--- src/opt_pkg.sv ---
// Constants shared by the one-shot / PWM timer channel.
// Assumes a 50 MHz system clock and a 32-bit Avalon-MM register bus.
`default_nettype none

package opt_pkg;

    // Register byte addresses.
    localparam logic [3:0] ADDR_CTRL   = 4'h0;
    localparam logic [3:0] ADDR_VALUE  = 4'h4;
    localparam logic [3:0] ADDR_STATUS = 4'h8;

    // Control register field positions.
    localparam int CTRL_START  = 0;
    localparam int CTRL_FIRE   = 1;
    localparam int CTRL_PWM    = 2;
    localparam int CTRL_PWM8   = 3;
    localparam int CTRL_SRC_LO = 4;
    localparam int CTRL_OVF_EN = 6;
    localparam int CTRL_IN_TRG = 8;
    localparam int CTRL_OUT_PL = 9;
    localparam int CTRL_GPIO   = 10;
    localparam int CTRL_FALL   = 11;
    localparam int CTRL_W      = 12;

    // Status register field positions.
    localparam int STAT_RUN = 0;
    localparam int STAT_OUT = 1;
    localparam int STAT_PIN = 2;

    // Values after reset.
    localparam logic [11:0] CTRL_RST  = 12'h000;
    localparam logic [15:0] VALUE_RST = 16'h0000;

    // PWM cycle lengths, in steps.
    localparam logic [15:0] PWM16_CYCLE = 16'hFFFF;
    localparam logic [15:0] PWM8_CYCLE  = 16'h00FF;

    // Count source dividers.
    localparam logic [4:0] DIV8_LAST  = 5'h07;
    localparam logic [4:0] DIV32_LAST = 5'h1F;

    // Count source selection codes.
    typedef enum logic [1:0] {
        OPT_SRC_DIV1   = 2'h0,
        OPT_SRC_DIV8   = 2'h1,
        OPT_SRC_DIV32  = 2'h2,
        OPT_SRC_SUB32  = 2'h3
    } opt_src_t;

    // Channel states.
    typedef enum logic [1:0] {
        OPT_ST_STOP,
        OPT_ST_WAIT,
        OPT_ST_RUN
    } opt_state_t;

endpackage : opt_pkg

`default_nettype wire

--- src/opt_tick_if.sv ---
// Carries count source selection and the resulting tick.
// Assumes one clock shared by the timer core and its prescaler.
`timescale 1ns/10ps
`default_nettype none

interface opt_tick_if;
    opt_pkg::opt_src_t sel;
    logic              sub_level;
    logic              tick;
    modport pre  (input sel, input sub_level, output tick);
    modport core (output sel, output sub_level, input tick);
endinterface : opt_tick_if

`default_nettype wire

--- src/opt_sync.sv ---
// Two-flop synchroniser for one pin level.
// Assumes the input is asynchronous to clock.
`timescale 1ns/10ps
`default_nettype none

module opt_sync (
    input  wire logic clock,
    input  wire logic rst_b,
    input  wire logic d,
    output var  logic q
);
    logic meta;

    // The first flop feeds only the second one.
    always_ff @(posedge clock or negedge rst_b) begin
        if (!rst_b) begin
            meta <= 1'b0;
            q    <= 1'b0;
        end else begin
            meta <= d;
            q    <= meta;
        end
    end
endmodule : opt_sync

`default_nettype wire

--- src/opt_prescaler.sv ---
// Count source generator: one tick pulse per selected source period.
// Assumes sub_level is already synchronised to clock.
`timescale 1ns/10ps
`default_nettype none

module opt_prescaler (
    input  wire logic   clock,
    input  wire logic   rst_b,
    opt_tick_if.pre     src
);
    logic [4:0] div;
    logic [4:0] sub_div;
    logic       sub_q;

    // Free-running divider for the internal clock sources.
    always_ff @(posedge clock or negedge rst_b) begin
        if (!rst_b) div <= 5'h00;
        else        div <= div + 5'h01;
    end

    // Subclock rising edges are counted by 32.
    always_ff @(posedge clock or negedge rst_b) begin
        if (!rst_b) begin
            sub_q   <= 1'b0;
            sub_div <= 5'h00;
        end else begin
            sub_q <= src.sub_level;
            if (src.sub_level && !sub_q) sub_div <= sub_div + 5'h01;
        end
    end

    // Tick is one clock wide; subclock tick fires on the 32nd edge.
    always_comb begin
        case (src.sel)
            opt_pkg::OPT_SRC_DIV1:  src.tick = 1'b1;
            opt_pkg::OPT_SRC_DIV8:  src.tick = (div[2:0] == opt_pkg::DIV8_LAST[2:0]);
            opt_pkg::OPT_SRC_DIV32: src.tick = (div == opt_pkg::DIV32_LAST);
            opt_pkg::OPT_SRC_SUB32: src.tick = src.sub_level && !sub_q
                                               && (sub_div == opt_pkg::DIV32_LAST);
            default:                src.tick = 1'b0;
        endcase
    end
endmodule : opt_prescaler

`default_nettype wire

--- src/oneshot_pwm_timer.sv ---
// Timer channel with one-shot and PWM modes behind an Avalon-MM slave.
// Assumes pins are asynchronous and timer_ovf_in is a same-clock pulse.
// Function
// RULE1 - One-shot: after trigger, decrement on each count tick until zero.
// RULE2 - One-shot: at zero, reload counter and halt until next start.
// RULE3 - One-shot: trigger while running reloads and restarts the countdown.
// RULE4 - One-shot starts on pin edge, trigger timer overflow, or fire flag.
// RULE5 - Clearing the start flag stops counting in both modes.
// RULE6 - One-shot: interrupt request when countdown reaches zero.
// RULE7 - Input pin is GPIO or trigger; output pin is GPIO or pulse.
// RULE8 - Reading the value register returns an undefined value.
// RULE9 - Value write while stopped loads reload register and counter.
// RULE10 - Value write while running loads only the reload register.
// RULE11 - PWM counts down as 16-bit or prescaled 8-bit modulator.
// RULE12 - PWM reloads at each output rising edge and keeps counting.
// RULE13 - PWM ignores triggers once counting.
// RULE14 - PWM16: high n periods, cycle 65535 periods.
// RULE15 - PWM8: high n*(m+1), cycle 255*(m+1); m low byte.
// RULE16 - PWM starts on pin edge, trigger timer overflow, or start flag.
// RULE17 - One-shot stop mid-count: reload, output low, interrupt request.
// RULE18 - PWM stop: high output goes low with interrupt; low output unchanged.
// RULE19 - One-shot output is aligned to count ticks, up to one period late.
// RULE20 - Trigger source spaces retriggers by more than one count period.
// RULE21 - Count source selects among three prescaled clocks and divided subclock.
// RULE22 - PWM: interrupt request on every output falling edge.
// RULE23 - One-shot: output high while counting, low otherwise.
//
// Our own choices: register access over Avalon-MM and the register addresses.
`timescale 1ns/10ps
`default_nettype none

module oneshot_pwm_timer (
    input  wire logic        clock,
    input  wire logic        rst_b,
    input  wire logic [3:0]  avs_address,
    input  wire logic        avs_read,
    input  wire logic        avs_write,
    input  wire logic [31:0] avs_writedata,
    input  wire logic [3:0]  avs_byteenable,
    output var  logic [31:0] avs_readdata,
    output logic             avs_waitrequest,
    input  wire logic        trigger_input_pin,
    input  wire logic        subclock_pin,
    input  wire logic        timer_ovf_in,
    output var  logic        pulse_output_pin,
    output var  logic        irq_req
);
    opt_tick_if src ();

    logic [11:0]            ctrl;
    logic [15:0]            reload;
    logic [15:0]            cnt;
    logic [15:0]            per;
    logic [7:0]             pre;
    logic                   out_q;
    logic                   pend;
    logic                   ack;
    logic                   pin_s;
    logic                   pin_q;
    opt_pkg::opt_state_t    state;

    logic                   wr_go;
    logic                   wr_ctrl;
    logic                   wr_val;
    logic [15:0]            next_val;
    logic                   fire;
    logic                   stop_evt;
    logic                   pin_edge;
    logic                   trig;
    logic                   pwm;
    logic                   pwm8;
    logic                   step;
    logic [15:0]            cycle;
    logic [15:0]            load_n;

    // Both pin inputs pass two flops before any logic reads them.
    opt_sync u_sync_trg (
        .clock (clock),
        .rst_b (rst_b),
        .d     (trigger_input_pin),
        .q     (pin_s)
    );
    opt_sync u_sync_sub (
        .clock (clock),
        .rst_b (rst_b),
        .d     (subclock_pin),
        .q     (src.sub_level)
    );

    // Count source generation.
    opt_prescaler u_pre (
        .clock (clock),
        .rst_b (rst_b),
        .src   (src.pre)
    );
    assign src.sel = opt_pkg::opt_src_t'(ctrl[opt_pkg::CTRL_SRC_LO +: 2]); // see RULE21

    // One wait state: the request is taken at the edge where ack is high.
    assign avs_waitrequest = (avs_read || avs_write) && !ack;
    assign wr_go   = avs_write && ack;
    assign wr_ctrl = wr_go && avs_address == opt_pkg::ADDR_CTRL;
    assign wr_val  = wr_go && avs_address == opt_pkg::ADDR_VALUE;

    always_ff @(posedge clock or negedge rst_b) begin
        if (!rst_b) ack <= 1'b0;
        else        ack <= (avs_read || avs_write) && !ack;
    end

    // Byte lanes merge into the current reload value.
    always_comb begin
        next_val = reload;
        if (avs_byteenable[0]) next_val[7:0]  = avs_writedata[7:0];
        if (avs_byteenable[1]) next_val[15:8] = avs_writedata[15:8];
    end

    // Control register; the fire bit is a write-only strobe.
    always_ff @(posedge clock or negedge rst_b) begin
        if (!rst_b) begin
            ctrl <= opt_pkg::CTRL_RST;
        end else if (wr_ctrl) begin
            if (avs_byteenable[0]) ctrl[7:0] <= avs_writedata[7:0];
            if (avs_byteenable[1]) ctrl[11:8] <= avs_writedata[11:8];
            if (avs_byteenable[0]) ctrl[opt_pkg::CTRL_FIRE] <= 1'b0;
        end
    end

    assign pwm  = ctrl[opt_pkg::CTRL_PWM];
    assign pwm8 = ctrl[opt_pkg::CTRL_PWM8];
    assign fire = wr_ctrl && avs_byteenable[0]
                  && avs_writedata[opt_pkg::CTRL_FIRE];
    // A stop is a write that clears a set start flag.
    assign stop_evt = wr_ctrl && avs_byteenable[0] && ctrl[opt_pkg::CTRL_START]
                      && !avs_writedata[opt_pkg::CTRL_START];

    // Trigger pin edge detect on the synchronised level only.
    always_ff @(posedge clock or negedge rst_b) begin
        if (!rst_b) pin_q <= 1'b0;
        else        pin_q <= pin_s;
    end
    assign pin_edge = ctrl[opt_pkg::CTRL_FALL] ? (pin_q && !pin_s) : (!pin_q && pin_s);

    // The pin acts as trigger only when assigned to the timer.
    assign trig = (ctrl[opt_pkg::CTRL_IN_TRG] && pin_edge)        // see RULE7
                  || (ctrl[opt_pkg::CTRL_OVF_EN] && timer_ovf_in)  // see RULE4
                  || (!pwm && fire);                               // see RULE4

    // In 8-bit PWM the low byte prescales each step.
    assign step   = src.tick && (!pwm || !pwm8 || pre == 8'h00);    // see RULE15
    assign cycle  = pwm8 ? opt_pkg::PWM8_CYCLE : opt_pkg::PWM16_CYCLE;
    assign load_n = pwm8 ? {8'h00, reload[15:8]} : reload;          // see RULE11

    // Reload register follows every value write.
    always_ff @(posedge clock or negedge rst_b) begin
        if (!rst_b)      reload <= opt_pkg::VALUE_RST;
        else if (wr_val) reload <= next_val;                        // see RULE10
    end

    // Channel state, counter and output level.
    always_ff @(posedge clock or negedge rst_b) begin
        if (!rst_b) begin
            state   <= opt_pkg::OPT_ST_STOP;
            cnt     <= opt_pkg::VALUE_RST;
            per     <= 16'h0000;
            pre     <= 8'h00;
            out_q   <= 1'b0;
            pend    <= 1'b0;
            irq_req <= 1'b0;
        end else begin
            irq_req <= 1'b0;
            if (stop_evt) begin
                state <= opt_pkg::OPT_ST_STOP;                      // see RULE5
                pend  <= 1'b0;
                out_q <= 1'b0;                                       // see RULE18
                if (!pwm) begin
                    cnt     <= reload;                               // see RULE17
                    irq_req <= (state == opt_pkg::OPT_ST_RUN);       // see RULE17
                end else begin
                    irq_req <= out_q;                                // see RULE18
                end
            end else begin
                case (state)
                    opt_pkg::OPT_ST_STOP: begin
                        if (wr_val) cnt <= next_val;                 // see RULE9
                        if (wr_ctrl && avs_byteenable[0] && avs_writedata[opt_pkg::CTRL_START]) begin
                            state <= opt_pkg::OPT_ST_WAIT;
                            // A fire bit written together with the start bit is kept, not lost.
                            if (fire && !avs_writedata[opt_pkg::CTRL_PWM]) pend <= 1'b1;  // see RULE4
                        end
                    end
                    opt_pkg::OPT_ST_WAIT: begin
                        if (wr_val) cnt <= next_val;                 // see RULE9
                        if (pwm) begin
                            // Without a trigger source the start flag alone starts.
                            if (trig || !(ctrl[opt_pkg::CTRL_IN_TRG] || ctrl[opt_pkg::CTRL_OVF_EN])) begin
                                state <= opt_pkg::OPT_ST_RUN;        // see RULE16
                                per   <= 16'h0000;
                                pre   <= 8'h00;
                            end
                        end else begin
                            // Triggers wait for the next tick so the pulse is tick aligned.
                            if (trig) pend <= 1'b1;                  // see RULE19
                            if (src.tick && (pend || trig)) begin
                                pend <= 1'b0;
                                // A value written at the starting edge is the one counted.
                                cnt  <= wr_val ? next_val : reload;  // see RULE9
                                if ((wr_val ? next_val : reload) == 16'h0000) begin
                                    irq_req <= 1'b1;                 // see RULE6
                                end else begin
                                    out_q <= 1'b1;                   // see RULE23
                                    state <= opt_pkg::OPT_ST_RUN;
                                end
                            end
                        end
                    end
                    opt_pkg::OPT_ST_RUN: begin
                        if (!pwm) begin
                            if (trig) pend <= 1'b1;                  // see RULE20
                            if (src.tick) begin
                                if (pend || trig) begin
                                    pend <= 1'b0;
                                    cnt  <= reload;                  // see RULE3
                                end else if (cnt <= 16'h0001) begin
                                    cnt     <= reload;               // see RULE2
                                    out_q   <= 1'b0;                 // see RULE23
                                    irq_req <= 1'b1;                 // see RULE6
                                    state   <= opt_pkg::OPT_ST_WAIT; // see RULE2
                                end else begin
                                    cnt <= cnt - 16'h0001;           // see RULE1
                                end
                            end
                        end else begin
                            // Triggers are not looked at here at all.
                            if (src.tick) begin                      // see RULE13
                                pre <= (pre == 8'h00) ? reload[7:0] : pre - 8'h01;
                            end
                            if (step) begin
                                per <= (per >= cycle - 16'h0001) ? 16'h0000 : per + 16'h0001; // see RULE14
                                if (per == 16'h0000) begin
                                    cnt   <= load_n;                 // see RULE12
                                    out_q <= (load_n != 16'h0000);   // see RULE12
                                end else if (cnt != 16'h0000) begin
                                    cnt <= cnt - 16'h0001;           // see RULE11
                                    if (cnt == 16'h0001) begin
                                        out_q   <= 1'b0;             // see RULE14
                                        irq_req <= 1'b1;             // see RULE22
                                    end
                                end
                            end
                        end
                    end
                    default: state <= opt_pkg::OPT_ST_STOP;
                endcase
            end
        end
    end

    // Output pin: timer pulse or a plain GPIO level.
    always_ff @(posedge clock or negedge rst_b) begin
        if (!rst_b) pulse_output_pin <= 1'b0;
        else        pulse_output_pin <= ctrl[opt_pkg::CTRL_OUT_PL] ? out_q   // see RULE7
                                        : ctrl[opt_pkg::CTRL_GPIO];
    end

    // Read data is captured while waitrequest is high, stable at the answer.
    // The value register reads zero: the live count is not offered.
    always_ff @(posedge clock or negedge rst_b) begin
        if (!rst_b) begin
            avs_readdata <= 32'h0000_0000;
        end else if (avs_read && !ack) begin
            case (avs_address)
                opt_pkg::ADDR_CTRL:   avs_readdata <= {20'h00000, ctrl};
                opt_pkg::ADDR_VALUE:  avs_readdata <= 32'h0000_0000;  // see RULE8
                opt_pkg::ADDR_STATUS: avs_readdata <= {29'h0, pin_s, out_q,
                                                       state == opt_pkg::OPT_ST_RUN};
                default:              avs_readdata <= 32'h0000_0000;
            endcase
        end
    end

    logic os_run;
    assign os_run = !pwm && state == opt_pkg::OPT_ST_RUN;
endmodule : oneshot_pwm_timer

`default_nettype wire

--- config.mk ---
export PLATFORM = sky130hd
export DESIGN_NAME = oneshot_pwm_timer
export DESIGN_NICKNAME = d
export VERILOG_FILES = /design/src/opt_pkg.sv /design/src/opt_tick_if.sv /design/src/opt_sync.sv /design/src/opt_prescaler.sv /design/src/oneshot_pwm_timer.sv
export SDC_FILE = /design/constraint.sdc
export NUM_CORES = 1
export LEC_CHECK = 0
export ABC_AREA = 1
export BUFFER_PORTS_ARGS = -buffer_cell sky130_fd_sc_hd__buf_2
export CAP_MARGIN = 5
export CELL_PAD_IN_SITES_DETAIL_PLACEMENT = 1
export CELL_PAD_IN_SITES_GLOBAL_PLACEMENT = 1
export CORE_ASPECT_RATIO = 1.2
export CORE_UTILIZATION = 46
export DETAILED_ROUTE_END_ITERATION = 6
export MAX_ROUTING_LAYER = met4
export PLACE_DENSITY_LB_ADDON = 0.1
export SKIP_LAST_GASP = 1
export SLEW_MARGIN = 5
export SYNTH_ARGS = -nofsm -noshare
export SYNTH_HDL_FRONTEND = slang
export SYNTH_SLANG_ARGS = --single-unit
--- constraint.sdc ---
create_clock -name clock -period 6.3 [get_ports clock]
set_input_delay 0.315 -clock clock [delete_from_list [all_inputs] [get_ports clock]]
set_output_delay 0.315 -clock clock [all_outputs]
set_load 0.01 [all_outputs]
== Word-level counts from Yosys, hierarchy flattened ==
Cells that the tools add are included.

* Register bits: 123
* Bits of input ports: 47
* Output and inout port bits: 35

* $add $sub $neg: 6
* Magnitude comparators: 2
* Eq/ne operators: 37
* Mux-type cells: 83
* Bitwise logic cells: 1
* Reductions and logical operators: 56

{| class="wikitable"
|+ Operators with widths
! operator !! count
|-
| two-way mux 16 bit || 20
|-
| two-way mux 8 bit || 7
|-
| one-hot mux 16 bit (3 select lines) || 1
|-
| two-way mux 1 bit || 37
|-
| zero test 16 bit || 2
|-
| inequality test 4 bit (second input constant) || 8
|-
| one-hot mux 16 bit (2 select lines) || 1
|-
| nonzero test 16 bit || 2
|-
| subtractor 16 x 1 -> 16 bit (second input constant) || 2
|-
| inequality test 3 bit (second input constant) || 10
|-
| one-hot mux 12 bit (2 select lines) || 1
|-
| logical AND 1 bit || 20
|-
| two-way mux 2 bit || 10
|-
| adder 16 x 1 -> 16 bit (second input constant) || 1
|-
| == test 16 x 1 -> 1 bit (second input constant) || 1
|-
| greater-or-equal comparator 16 bit || 1
|-
| less-or-equal comparator 16 x 1 -> 1 bit (second input constant) || 1
|-
| one-hot mux 8 bit (2 select lines) || 1
|-
| inequality test 2 bit (second input constant) || 6
|-
| AND reduction 6 bit || 2
|-
| adder 5 x 1 -> 5 bit (second input constant) || 2
|-
| == test 5 bit (second input constant) || 2
|-
| inequality test 5 bit (second input constant) || 2
|-
| AND reduction 10 bit || 1
|-
| 22 further kinds || 44
|}

== Logic depth before layout (Yosys ltp) ==
Gate-level depths: netlist of run 1.

* Depth after elaboration: 12
* Mapped depth: 16
* Gate-level depth less buffers: 16

== By module ==
A second synthesis of run 1 with hierarchy kept.

* Cell total of the unflattened synthesis: 1183
* Area total of the unflattened synthesis: 7921.3 um^2

{| class="wikitable"
|+ By module, submodules not included
! module !! times used !! cells an instance !! area an instance (um^2) !! sequential area each (um^2)
|-
| oneshot_pwm_timer || 1 || 1125 || 7312.0 || 2177.1
|-
| opt_prescaler || 1 || 54 || 509.2 || 275.3
|-
| opt_sync || 2 || 2 || 50.0 || 50.0
|}

== Least setup slack after synthesis of run 1 ==
OpenSTA, ideal clock, no wires.

* Path kind: register to register
* Start: reg u_pre.div[0]
* End: reg cnt[13]
* Setup time: 117 ps
* Arrival: 1936 ps
* Data required time: 6183 ps
* Setup slack: 4247 ps
* Stages on the path, launching flop included: 15
* Path buffers: 1
* Period minus slack after synthesis: 2053 ps
* Cell sequence: dfrtp_1 > ha_1 > nand2_1 > nor2_1 > ha_1 > inv_1 > o211ai_2 > clkbuf_1 > nand4_1 > nand3_1 > nand3_1 > o21ai_1 > nand2_1 > nand2_1 > nand2_1

* Cells in the longest elaborated chain, start to end: 7

{| class="wikitable"
|+ Ends and longest elaborated chain
! what !! RTL line !! RTL
|-
| start: declaration || opt_prescaler.sv:11 || <nowiki>logic [4:0] div;</nowiki>
|-
| start signal: assignment || opt_prescaler.sv:18 || <nowiki>else div <= div + 5'h01;</nowiki>
|-
| == test 5 bit or == test 3 bit (tied branches) || opt_prescaler.sv:37, opt_prescaler.sv:36 ||
|-
| one-hot mux 1 bit (4 select lines) * || opt_prescaler.sv:34 || <nowiki>case (src.sel)</nowiki>
|-
| logical AND 1 bit || oneshot_pwm_timer.sv:202 || <nowiki>if (src.tick && (pend || trig)) begin</nowiki>
|-
| two-way mux 16 bit || oneshot_pwm_timer.sv:202 ||
|-
| two-way mux 16 bit || oneshot_pwm_timer.sv:192 || <nowiki>if (pwm) begin</nowiki>
|-
| one-hot mux 16 bit (3 select lines) || oneshot_pwm_timer.sv:181 || <nowiki>case (state)</nowiki>
|-
| two-way mux 16 bit || oneshot_pwm_timer.sv:170 || <nowiki>if (stop_evt) begin</nowiki>
|-
| end signal: assignment || oneshot_pwm_timer.sv:183 || <nowiki>if (wr_val) cnt <= next_val;</nowiki>
|-
| end signal: assignment || oneshot_pwm_timer.sv:191 || <nowiki>if (wr_val) cnt <= next_val;</nowiki>
|-
| end signal: assignment || oneshot_pwm_timer.sv:205 || <nowiki>cnt <= wr_val ? next_val : reload;</nowiki>
|-
| end: declaration || oneshot_pwm_timer.sv:52 || <nowiki>logic [15:0] cnt;</nowiki>
|}

Every way passes the cells marked *; elsewhere a longest branch is shown, timed or not.
A chain may end at the register's enable or synchronous reset.

== Final worst setup path of run 1 ==
* Start: reg ack
* End: reg pend

* Cells in the longest elaborated chain, start to end: 12

{| class="wikitable"
|+ Ends and longest elaborated chain
! what !! RTL line !! RTL
|-
| start: declaration || oneshot_pwm_timer.sv:57 || <nowiki>logic ack;</nowiki>
|-
| start signal: assignment || oneshot_pwm_timer.sv:106 || <nowiki>else ack <= (avs_read || avs_write) && !ack;</nowiki>
|-
| logical AND 1 bit * || oneshot_pwm_timer.sv:100 || <nowiki>assign wr_go = avs_write && ack;</nowiki>
|-
| logical AND 1 bit * || oneshot_pwm_timer.sv:101 || <nowiki>assign wr_ctrl = wr_go && avs_address == opt_pkg::ADDR_CTRL;</nowiki>
|-
| logical AND 1 bit * || oneshot_pwm_timer.sv:129, oneshot_pwm_timer.sv:132, oneshot_pwm_timer.sv:184 ||
|-
| logical AND 1 bit || oneshot_pwm_timer.sv:130 || <nowiki>&& avs_writedata[opt_pkg::CTRL_FIRE];</nowiki>
|-
| logical AND 1 bit || oneshot_pwm_timer.sv:145 || <nowiki>|| (!pwm && fire);</nowiki>
|-
| logical OR 1 bit || oneshot_pwm_timer.sv:145 ||
|-
| two-way mux 1 bit or logical OR 1 bit (tied branches) || oneshot_pwm_timer.sv:217, oneshot_pwm_timer.sv:202, oneshot_pwm_timer.sv:219 ||
|-
| two-way mux 1 bit or logical AND 1 bit (tied branches) || oneshot_pwm_timer.sv:219, oneshot_pwm_timer.sv:202 ||
|-
| two-way mux 1 bit (on tied branches) || oneshot_pwm_timer.sv:218, oneshot_pwm_timer.sv:202 ||
|-
| two-way mux 1 bit (on tied branches) || oneshot_pwm_timer.sv:216, oneshot_pwm_timer.sv:192 ||
|-
| one-hot mux 1 bit (3 select lines) || oneshot_pwm_timer.sv:181 ||
|-
| two-way mux 1 bit || oneshot_pwm_timer.sv:170 ||
|-
| end signal: assignment || oneshot_pwm_timer.sv:172 || <nowiki>pend <= 1'b0;</nowiki>
|-
| end signal: assignment || oneshot_pwm_timer.sv:217 || <nowiki>if (trig) pend <= 1'b1;</nowiki>
|-
| end signal: assignment || oneshot_pwm_timer.sv:220 || <nowiki>pend <= 1'b0;</nowiki>
|-
| end: declaration || oneshot_pwm_timer.sv:56 || <nowiki>logic pend;</nowiki>
|}

Every way passes the cells marked *; elsewhere a longest branch is shown, timed or not. The select of a mux whose other input is x is not followed.

==> impl_metrics.toml, run 1 <==
[clock_tree]
clk_transition_reported_paths_ns = 0.08
cts_max_path_buffers = 2
post_cts_resize_count = 0
tritoncts_num_sinks = 102
ctsHtreeMaxLevel = 3
cts-root-buf = "sky130_fd_sc_hd__clkbuf_16"
clkLatencyLatePin_ns = 0.37
cts_post_setup_buffers_inserted = 0
cts_tree = "yes"
cts_made_buffers = 9
hold_buffers = 1

[synth]
synth_xor_xnor_area_share_pct = 3.375
synth_edf_count = 0
synthDominantCellAreaShare_pct = 33.92
yosysMostFrequentCell = "sky130_fd_sc_hd__nand2_1"
post_synth_fa_ha_maj_area_fraction_pct = 3.990
synth.area.mux_share_pct = 0.8811
synthesis.area_mm2 = 0.007526
yosys_warnings = 0
synth.ff_latch_count = 102
largest_family_of_logic_cells_by_synthesized_area = "simple AND/OR/NAND/NOR gates"
avgSynthCellArea_um2 = 6.892
synth_compound_gate_area_share_pct = 13.07
synthSimpleGateAreaFrac_pct = 33.20
yosysUniqueCellTypes = 49
ys_dominant_reg_cell = "sky130_fd_sc_hd__dfrtp_1"
synth_sequential_area_ratio_pct = 33.92
synth.top_cells.by_count = "sky130_fd_sc_hd__nand2_1, sky130_fd_sc_hd__inv_1, sky130_fd_sc_hd__dfrtp_1"
async_flop_share_pct = 100.0
synth_top_area_cell = "sky130_fd_sc_hd__dfrtp_1"
synthesis.instances = 1092
synth_top_cells_by_area = "sky130_fd_sc_hd__dfrtp_1, sky130_fd_sc_hd__nand2_1, sky130_fd_sc_hd__o21ai_0, sky130_fd_sc_hd__inv_1, sky130_fd_sc_hd__nand3_1"

[layout]
post-route-util_pct = 51.26
number_of_antenna_cells_inserted = 0
fin_area_mm2 = 0.008114
finish.net_count = 1185
area_growth_syn_to_layout_pct = 7.814
final_layout_size_suffix_gt1_share_pct = 10.19

[routing]
postRouteWirelength_mm = 25.14
detailroute.wirelength.met2_mm = 12.36
wirelength_per_cell_um = 18.95
residual_drc_count = 0
first_iter_violations = 437
dr_wl_met3_mm = 1.005
route.top_layer_used = "met4"
drt-met1-wl_mm = 10.92
antenna_left = 0
vias_per_cell = 5.590
dr_total_vias = 7418
dr.pass1.iters = 5

[power_and_ir_drop]
static-leakage-power_nw = 4.163
p_per_area_mw_per_mm2 = 422.9
max-vdd-ir-drop_mv = 0.2196

[timing]
setup_violation_total_in_the_final_timing_report = 0
slew_violations = 0
grt_setup_unrepaired = "no"
finalCriticalPeriod_ns = 3.323
largest_clock_skew_in_the_final_design_ns = 0.009568
timing.slew.headroom_pct = 27.03
max_clock_freq_mhz = 301.0
worst_slew_pin_slew_ns = 1.088
period_share_pct = 52.74
finalHoldViolCount = 0
final.setup.tns_ns = 0

[setup_path]
critical_path.endpoint_type = "flop"
critical_path_peak_fanout = 26
data_arrival_critical_path_ns = 3.57
setup.worst_path.start_class = "flop"
setup.worst_path.class = "flop to flop"
cp_data_required_time_ns = 6.54

[floorplan]
die_area_mm2 = 0.01688
dieWidth_um = 118.8
initial_utilization_pct = 47.55
placementRows = 50
core_region_area_mm2 = 0.01583
design.portCount = 82
floorplan.die.height_um = 142.1

[placed_design]
dp.final_hpwl_mm = 18.33
gp_routability_congestion = 0.9165
number_of_port_buffers = 43
placed_cell_area_mm2 = 0.007767

[global_route]
initial_antenna_violation_count = 0
grt_start_max_net_pins = 61
number_of_global_route_vias_before_repair = 7757
grt_pass1_wl_mm = 41.31
grt.overflow.total = 0
grtUsageTotal_pct = 32.34

[outcome]
run_status = "finished clean"

[job]
timing.max_cap.violations = 0

[min_path]
hp_class = "input pin to flop"
[critical path, cell delays in order, from the launching register on]
cell                       delay, ns
sky130_fd_sc_hd__dfrtp_1        0.52
sky130_fd_sc_hd__nand2_2        0.20
sky130_fd_sc_hd__clkinv_1       0.10
sky130_fd_sc_hd__nand3_2        0.14
sky130_fd_sc_hd__nor2_4         0.09
sky130_fd_sc_hd__nand2_4        0.28
sky130_fd_sc_hd__clkinv_1       0.94
sky130_fd_sc_hd__nor2_1         0.51
sky130_fd_sc_hd__a21oi_1        0.12
sky130_fd_sc_hd__nand3_1        0.14
sky130_fd_sc_hd__nand2_1        0.07
sky130_fd_sc_hd__o31ai_1        0.07
[flip-flops by register name (all words and copies together) (netlist names)]
signal,flops
pin_q,1
u_sync_sub.q,1
u_pre.div,5
irq_req,1
per,16
out_q,1
u_pre.sub_q,1
avs_readdata,12
pend,1
u_sync_trg.meta,1
pre,8
ack,1
u_sync_trg.q,1
cnt,16
state,2
reload,16
u_sync_sub.meta,1
u_pre.sub_div,5
ctrl,11
pulse_output_pin,1
[layer usage]
layer	GRT usage, %	vias to the layer above
li1	-	3555
met1	39.00	3611
met2	55.12	197
met3	3.205	55
met4	13.99	0
met5	-	-
[metrics by stage]
step	total power, mW	setup WS (ns)	hold slack, ns	std cells
2_1_floorplan	2.292	4.247	0.01941	1111
3_3_place_gp	2.715	3.098	0.3337	1310
3_5_place_dp	2.758	3.059	0.3418	1310
4_1_cts	3.412	3.063	0.04791	1327
5_1_grt	3.702	2.787	0.04882	1327
6_report	3.431	2.977	0.04928	1327
[placed cells by master (no fill, tap or decap), types with 4 or more instances in the layout]
master / n
sky130_fd_sc_hd__a21oi_1: 32
sky130_fd_sc_hd__a21oi_2: 6
sky130_fd_sc_hd__buf_2: 42
sky130_fd_sc_hd__buf_4: 8
sky130_fd_sc_hd__clkbuf_16: 9
sky130_fd_sc_hd__conb_1: 20
sky130_fd_sc_hd__dfrtp_1: 102
sky130_fd_sc_hd__ha_1: 24
sky130_fd_sc_hd__inv_1: 126
sky130_fd_sc_hd__inv_2: 7
sky130_fd_sc_hd__mux2_2: 5
sky130_fd_sc_hd__nand2_1: 308
sky130_fd_sc_hd__nand2_2: 6
sky130_fd_sc_hd__nand3_1: 94
sky130_fd_sc_hd__nand4_1: 31
sky130_fd_sc_hd__nor2_1: 83
sky130_fd_sc_hd__nor2_2: 7
sky130_fd_sc_hd__nor2_4: 4
sky130_fd_sc_hd__nor3_1: 12
sky130_fd_sc_hd__o2111ai_1: 7
sky130_fd_sc_hd__o21ai_0: 96
sky130_fd_sc_hd__o21ai_1: 6
sky130_fd_sc_hd__o22ai_1: 9
sky130_fd_sc_hd__xor2_1: 26
[logic make-up after synthesis]
| kind of cell | after synthesis |
|---|---|
| AND/OR/NAND/NOR | 562 |
| buffers and inverters | 194 |
| AO/OA/AOI/OAI | 174 |
| flip-flops | 102 |
| XOR/XNOR | 29 |
| adder cells (fa/ha/maj) | 24 |
| multiplexers | 6 |
| other | 1 |
[power by group]
part / internal (mW) / leakage, nW / switching [mW]
clock network: 0.366 / 0.166 / 0.286
registers: 0.783 / 1.34 / 0.133
logic: 0.564 / 2.66 / 1.30
total: 1.71 / 4.16 / 1.72
[path summary, 6_finish.rpt]
path / start / endpoint / slack [ns] / cells after the start
setup / recovery: ack / pend / 2.98 / 11
hold reg to reg: u_sync_sub.meta / u_sync_sub.q / 0.37 / 0
hold / removal: trigger_input_pin / u_sync_trg.meta / 0.05 / 1
max in group asynchronous: rst_b / pre[5] / 4.56 / 3
setup reg to reg: ack / pend / 2.98 / 11
min in group asynchronous: rst_b / u_pre.sub_q / 0.49 / 2
[area by class of cell]
class | count | area, um2
Tap cell | 208 | 260.3
Sequential cell | 102 | 2552
Clock buffer | 10 | 239.0
Timing Repair Buffer | 51 | 280.3
Fill cell | 2155 | 7714
Clock inverter | 6 | 97.59
Inverter | 135 | 506.7
Multi-Input combinational cell | 815 | 4178
No activity file was read; power rests on OpenSTA's default activity.
==> run 2, diff against run 1 <==
--- a/config.mk
+++ b/config.mk
@@ -11,7 +11,7 @@
 export CELL_PAD_IN_SITES_DETAIL_PLACEMENT = 1
 export CELL_PAD_IN_SITES_GLOBAL_PLACEMENT = 1
 export CORE_ASPECT_RATIO = 1.2
-export CORE_UTILIZATION = 46
+export CORE_UTILIZATION = 43
 export DETAILED_ROUTE_END_ITERATION = 6
 export MAX_ROUTING_LAYER = met4
 export PLACE_DENSITY_LB_ADDON = 0.1
==> constraint.sdc (replaced) <==
create_clock -name clock -period 3.2 [get_ports clock]
set_input_delay 0.16 -clock clock [delete_from_list [all_inputs] [get_ports clock]]
set_output_delay 0.16 -clock clock [all_outputs]
set_load 0.01 [all_outputs]
==> run 2 against run 1 <==
Sequential cell count unchanged. Design area increased by 1.5%. Clock power increased by 76%. Worst hold slack improved by 0.0083 ns. Clock skew increased by 0.0016 ns. Maximum frequency increased by 23%. Sequential share of layout area decreased by 0.45 points. Clock-buffer cell count unchanged. Largest power group unchanged. Global-route usage decreased by 1.4 points. Die area increased by 6.9%. Critical path type unchanged. Routed wire length increased by 2.5%. Register-to-register slack got worse by 2.5 ns.
==> impl_metrics.toml, run 2 (synthesized netlist as in run 1, its figures left out) <==
[timing]
final.setup.tns_ns = 0
largest_clock_skew_in_the_final_design_ns = 0.01119
finalCriticalPeriod_ns = 2.705
setup_violation_total_in_the_final_timing_report = 0
finalHoldViolCount = 0
slew_violations = 0
timing.slew.headroom_pct = 42.40
fin_hold_ws_ns = 0.05758
grt_setup_unrepaired = "no"
max_clock_freq_mhz = 369.7
period_share_pct = 84.52
worst_slew_pin_slew_ns = 0.8608

[min_path]
hp_class = "input pin to flop"
hold-path-cell-count = 2

[layout]
mostFrequentLayoutCells = "sky130_fd_sc_hd__nand2_1, sky130_fd_sc_hd__inv_1, sky130_fd_sc_hd__dfrtp_1, sky130_fd_sc_hd__o21ai_0, sky130_fd_sc_hd__nand3_1"
finish.net_count = 1202
area_growth_syn_to_layout_pct = 9.393
number_of_antenna_cells_inserted = 0
post-route-util_pct = 48.48
final_layout_size_suffix_gt1_share_pct = 11.36
layout_top_registers = "cnt: 16 flops, per: 16 flops, reload: 16 flops"
most_common_library_cell_in_the_layout_ignoring_fill_and_taps = "sky130_fd_sc_hd__nand2_1"

[floorplan]
placementRows = 52
die_area_mm2 = 0.01804
initial_utilization_pct = 44.32
core_region_area_mm2 = 0.01698
dieWidth_um = 122.8
floorplan.die.height_um = 146.9
design.portCount = 82

[setup_path]
rr_worst_depth = 12
setup.worst_path.start_class = "flop"
data_arrival_critical_path_ns = 3.00
setup.worst_path.class = "flop to flop"
cp_data_required_time_ns = 3.50
critical_path_peak_fanout = 32
critical_path.endpoint_type = "flop"

[global_route]
grtUsageTotal_pct = 30.97
number_of_global_route_vias_before_repair = 7793
grt_pass1_wl_mm = 41.59
initial_antenna_violation_count = 0
grt.overflow.total = 0
grt_start_max_net_pins = 53

[clock_tree]
cts_made_buffers = 9
cts_tree = "yes"
clk_transition_reported_paths_ns = 0.08
ctsHtreeMaxLevel = 3
tritoncts_num_sinks = 102
cts_post_setup_buffers_inserted = 0
cts-root-buf = "sky130_fd_sc_hd__clkbuf_16"
cts_max_path_buffers = 2
hold_buffers = 3
post_cts_resize_count = 0
clkLatencyLatePin_ns = 0.37

[routing]
antenna_left = 0
residual_drc_count = 0
first_iter_violations = 441
dr.pass1.iters = 5
postRouteWirelength_mm = 25.78
dr_total_vias = 7500
wirelength_per_cell_um = 19.06
vias_per_cell = 5.547

[power_and_ir_drop]
max-vdd-ir-drop_mv = 0.3251
total_power_mw = 6.759
static-leakage-power_nw = 4.231
p_per_area_mw_per_mm2 = 821.0

[placed_design]
dp.final_hpwl_mm = 19.33
gp_routability_congestion = 0.9197
number_of_port_buffers = 43

[job]
timing.max_cap.violations = 0

[outcome]
run_status = "finished clean"
## run 2: metrics by stage
step | area [um2] | setup slack, ns | instances
final | 8233 | 0.4952 | 1352
after global routing | 8233 | 0.1456 | 1352
after CTS | 8233 | 0.4667 | 1352
after detailed placement | 7903 | 0.4838 | 1333
after global placement | 7903 | 0.5590 | 1333
after floorplan | 7597 | 1.147 | 1111
## run 2: path summary, 6_finish.rpt
path | from | to | slack, ns
worst max register to register | ack | cnt[6] | 0.50
worst min register to register | u_sync_trg.meta | u_sync_trg.q | 0.37
worst min-delay path | avs_writedata[10] | ctrl[10] | 0.06
max in group asynchronous | rst_b | pre[5] | 2.05
worst max-delay path | ack | cnt[6] | 0.50
min in group asynchronous | rst_b | u_sync_sub.meta | 0.40
## run 2: power breakdown
group	total [mW]	switching, mW	internal [mW]	leakage (nW)
sequential	1.80	0.259	1.54	1.34
clock	1.15	0.582	0.572	0.145
combinational	3.80	2.59	1.22	2.75
total	6.76	3.43	3.33	4.23
## run 2: area by class of cell
class | instances | area [um2]
fill | 2297 | 8748
multi-input combinational | 815 | 4178
sequential | 102 | 2552
inverter | 135 | 506.7
timing repair buffer | 68 | 425.4
tap | 216 | 270.3
clock buffer | 10 | 239.0
clock inverter | 6 | 61.31
## run 2: layer usage
| layer | GRT usage, % | wire [um] |
|---|---|---|
| met4 | 12.68 | 846 |
| met2 | 52.70 | 12850 |
| met5 | - | 0 |
| met3 | 2.368 | 839 |
| met1 | 37.48 | 11240 |
## run 2: worst max-delay path: stages, from the launching register on
cell,delay [ns]
sky130_fd_sc_hd__dfrtp_1,0.56
sky130_fd_sc_hd__nand2_2,0.18
sky130_fd_sc_hd__clkinv_1,0.09
sky130_fd_sc_hd__nand3_2,0.14
sky130_fd_sc_hd__nor2_4,0.29
sky130_fd_sc_hd__nand2_4,0.27
sky130_fd_sc_hd__nand2_1,0.16
sky130_fd_sc_hd__nor3_1,0.08
sky130_fd_sc_hd__nor2_1,0.21
sky130_fd_sc_hd__nand2_4,0.28
sky130_fd_sc_hd__a21oi_1,0.22
sky130_fd_sc_hd__nand2_1,0.08
sky130_fd_sc_hd__nand2_1,0.06
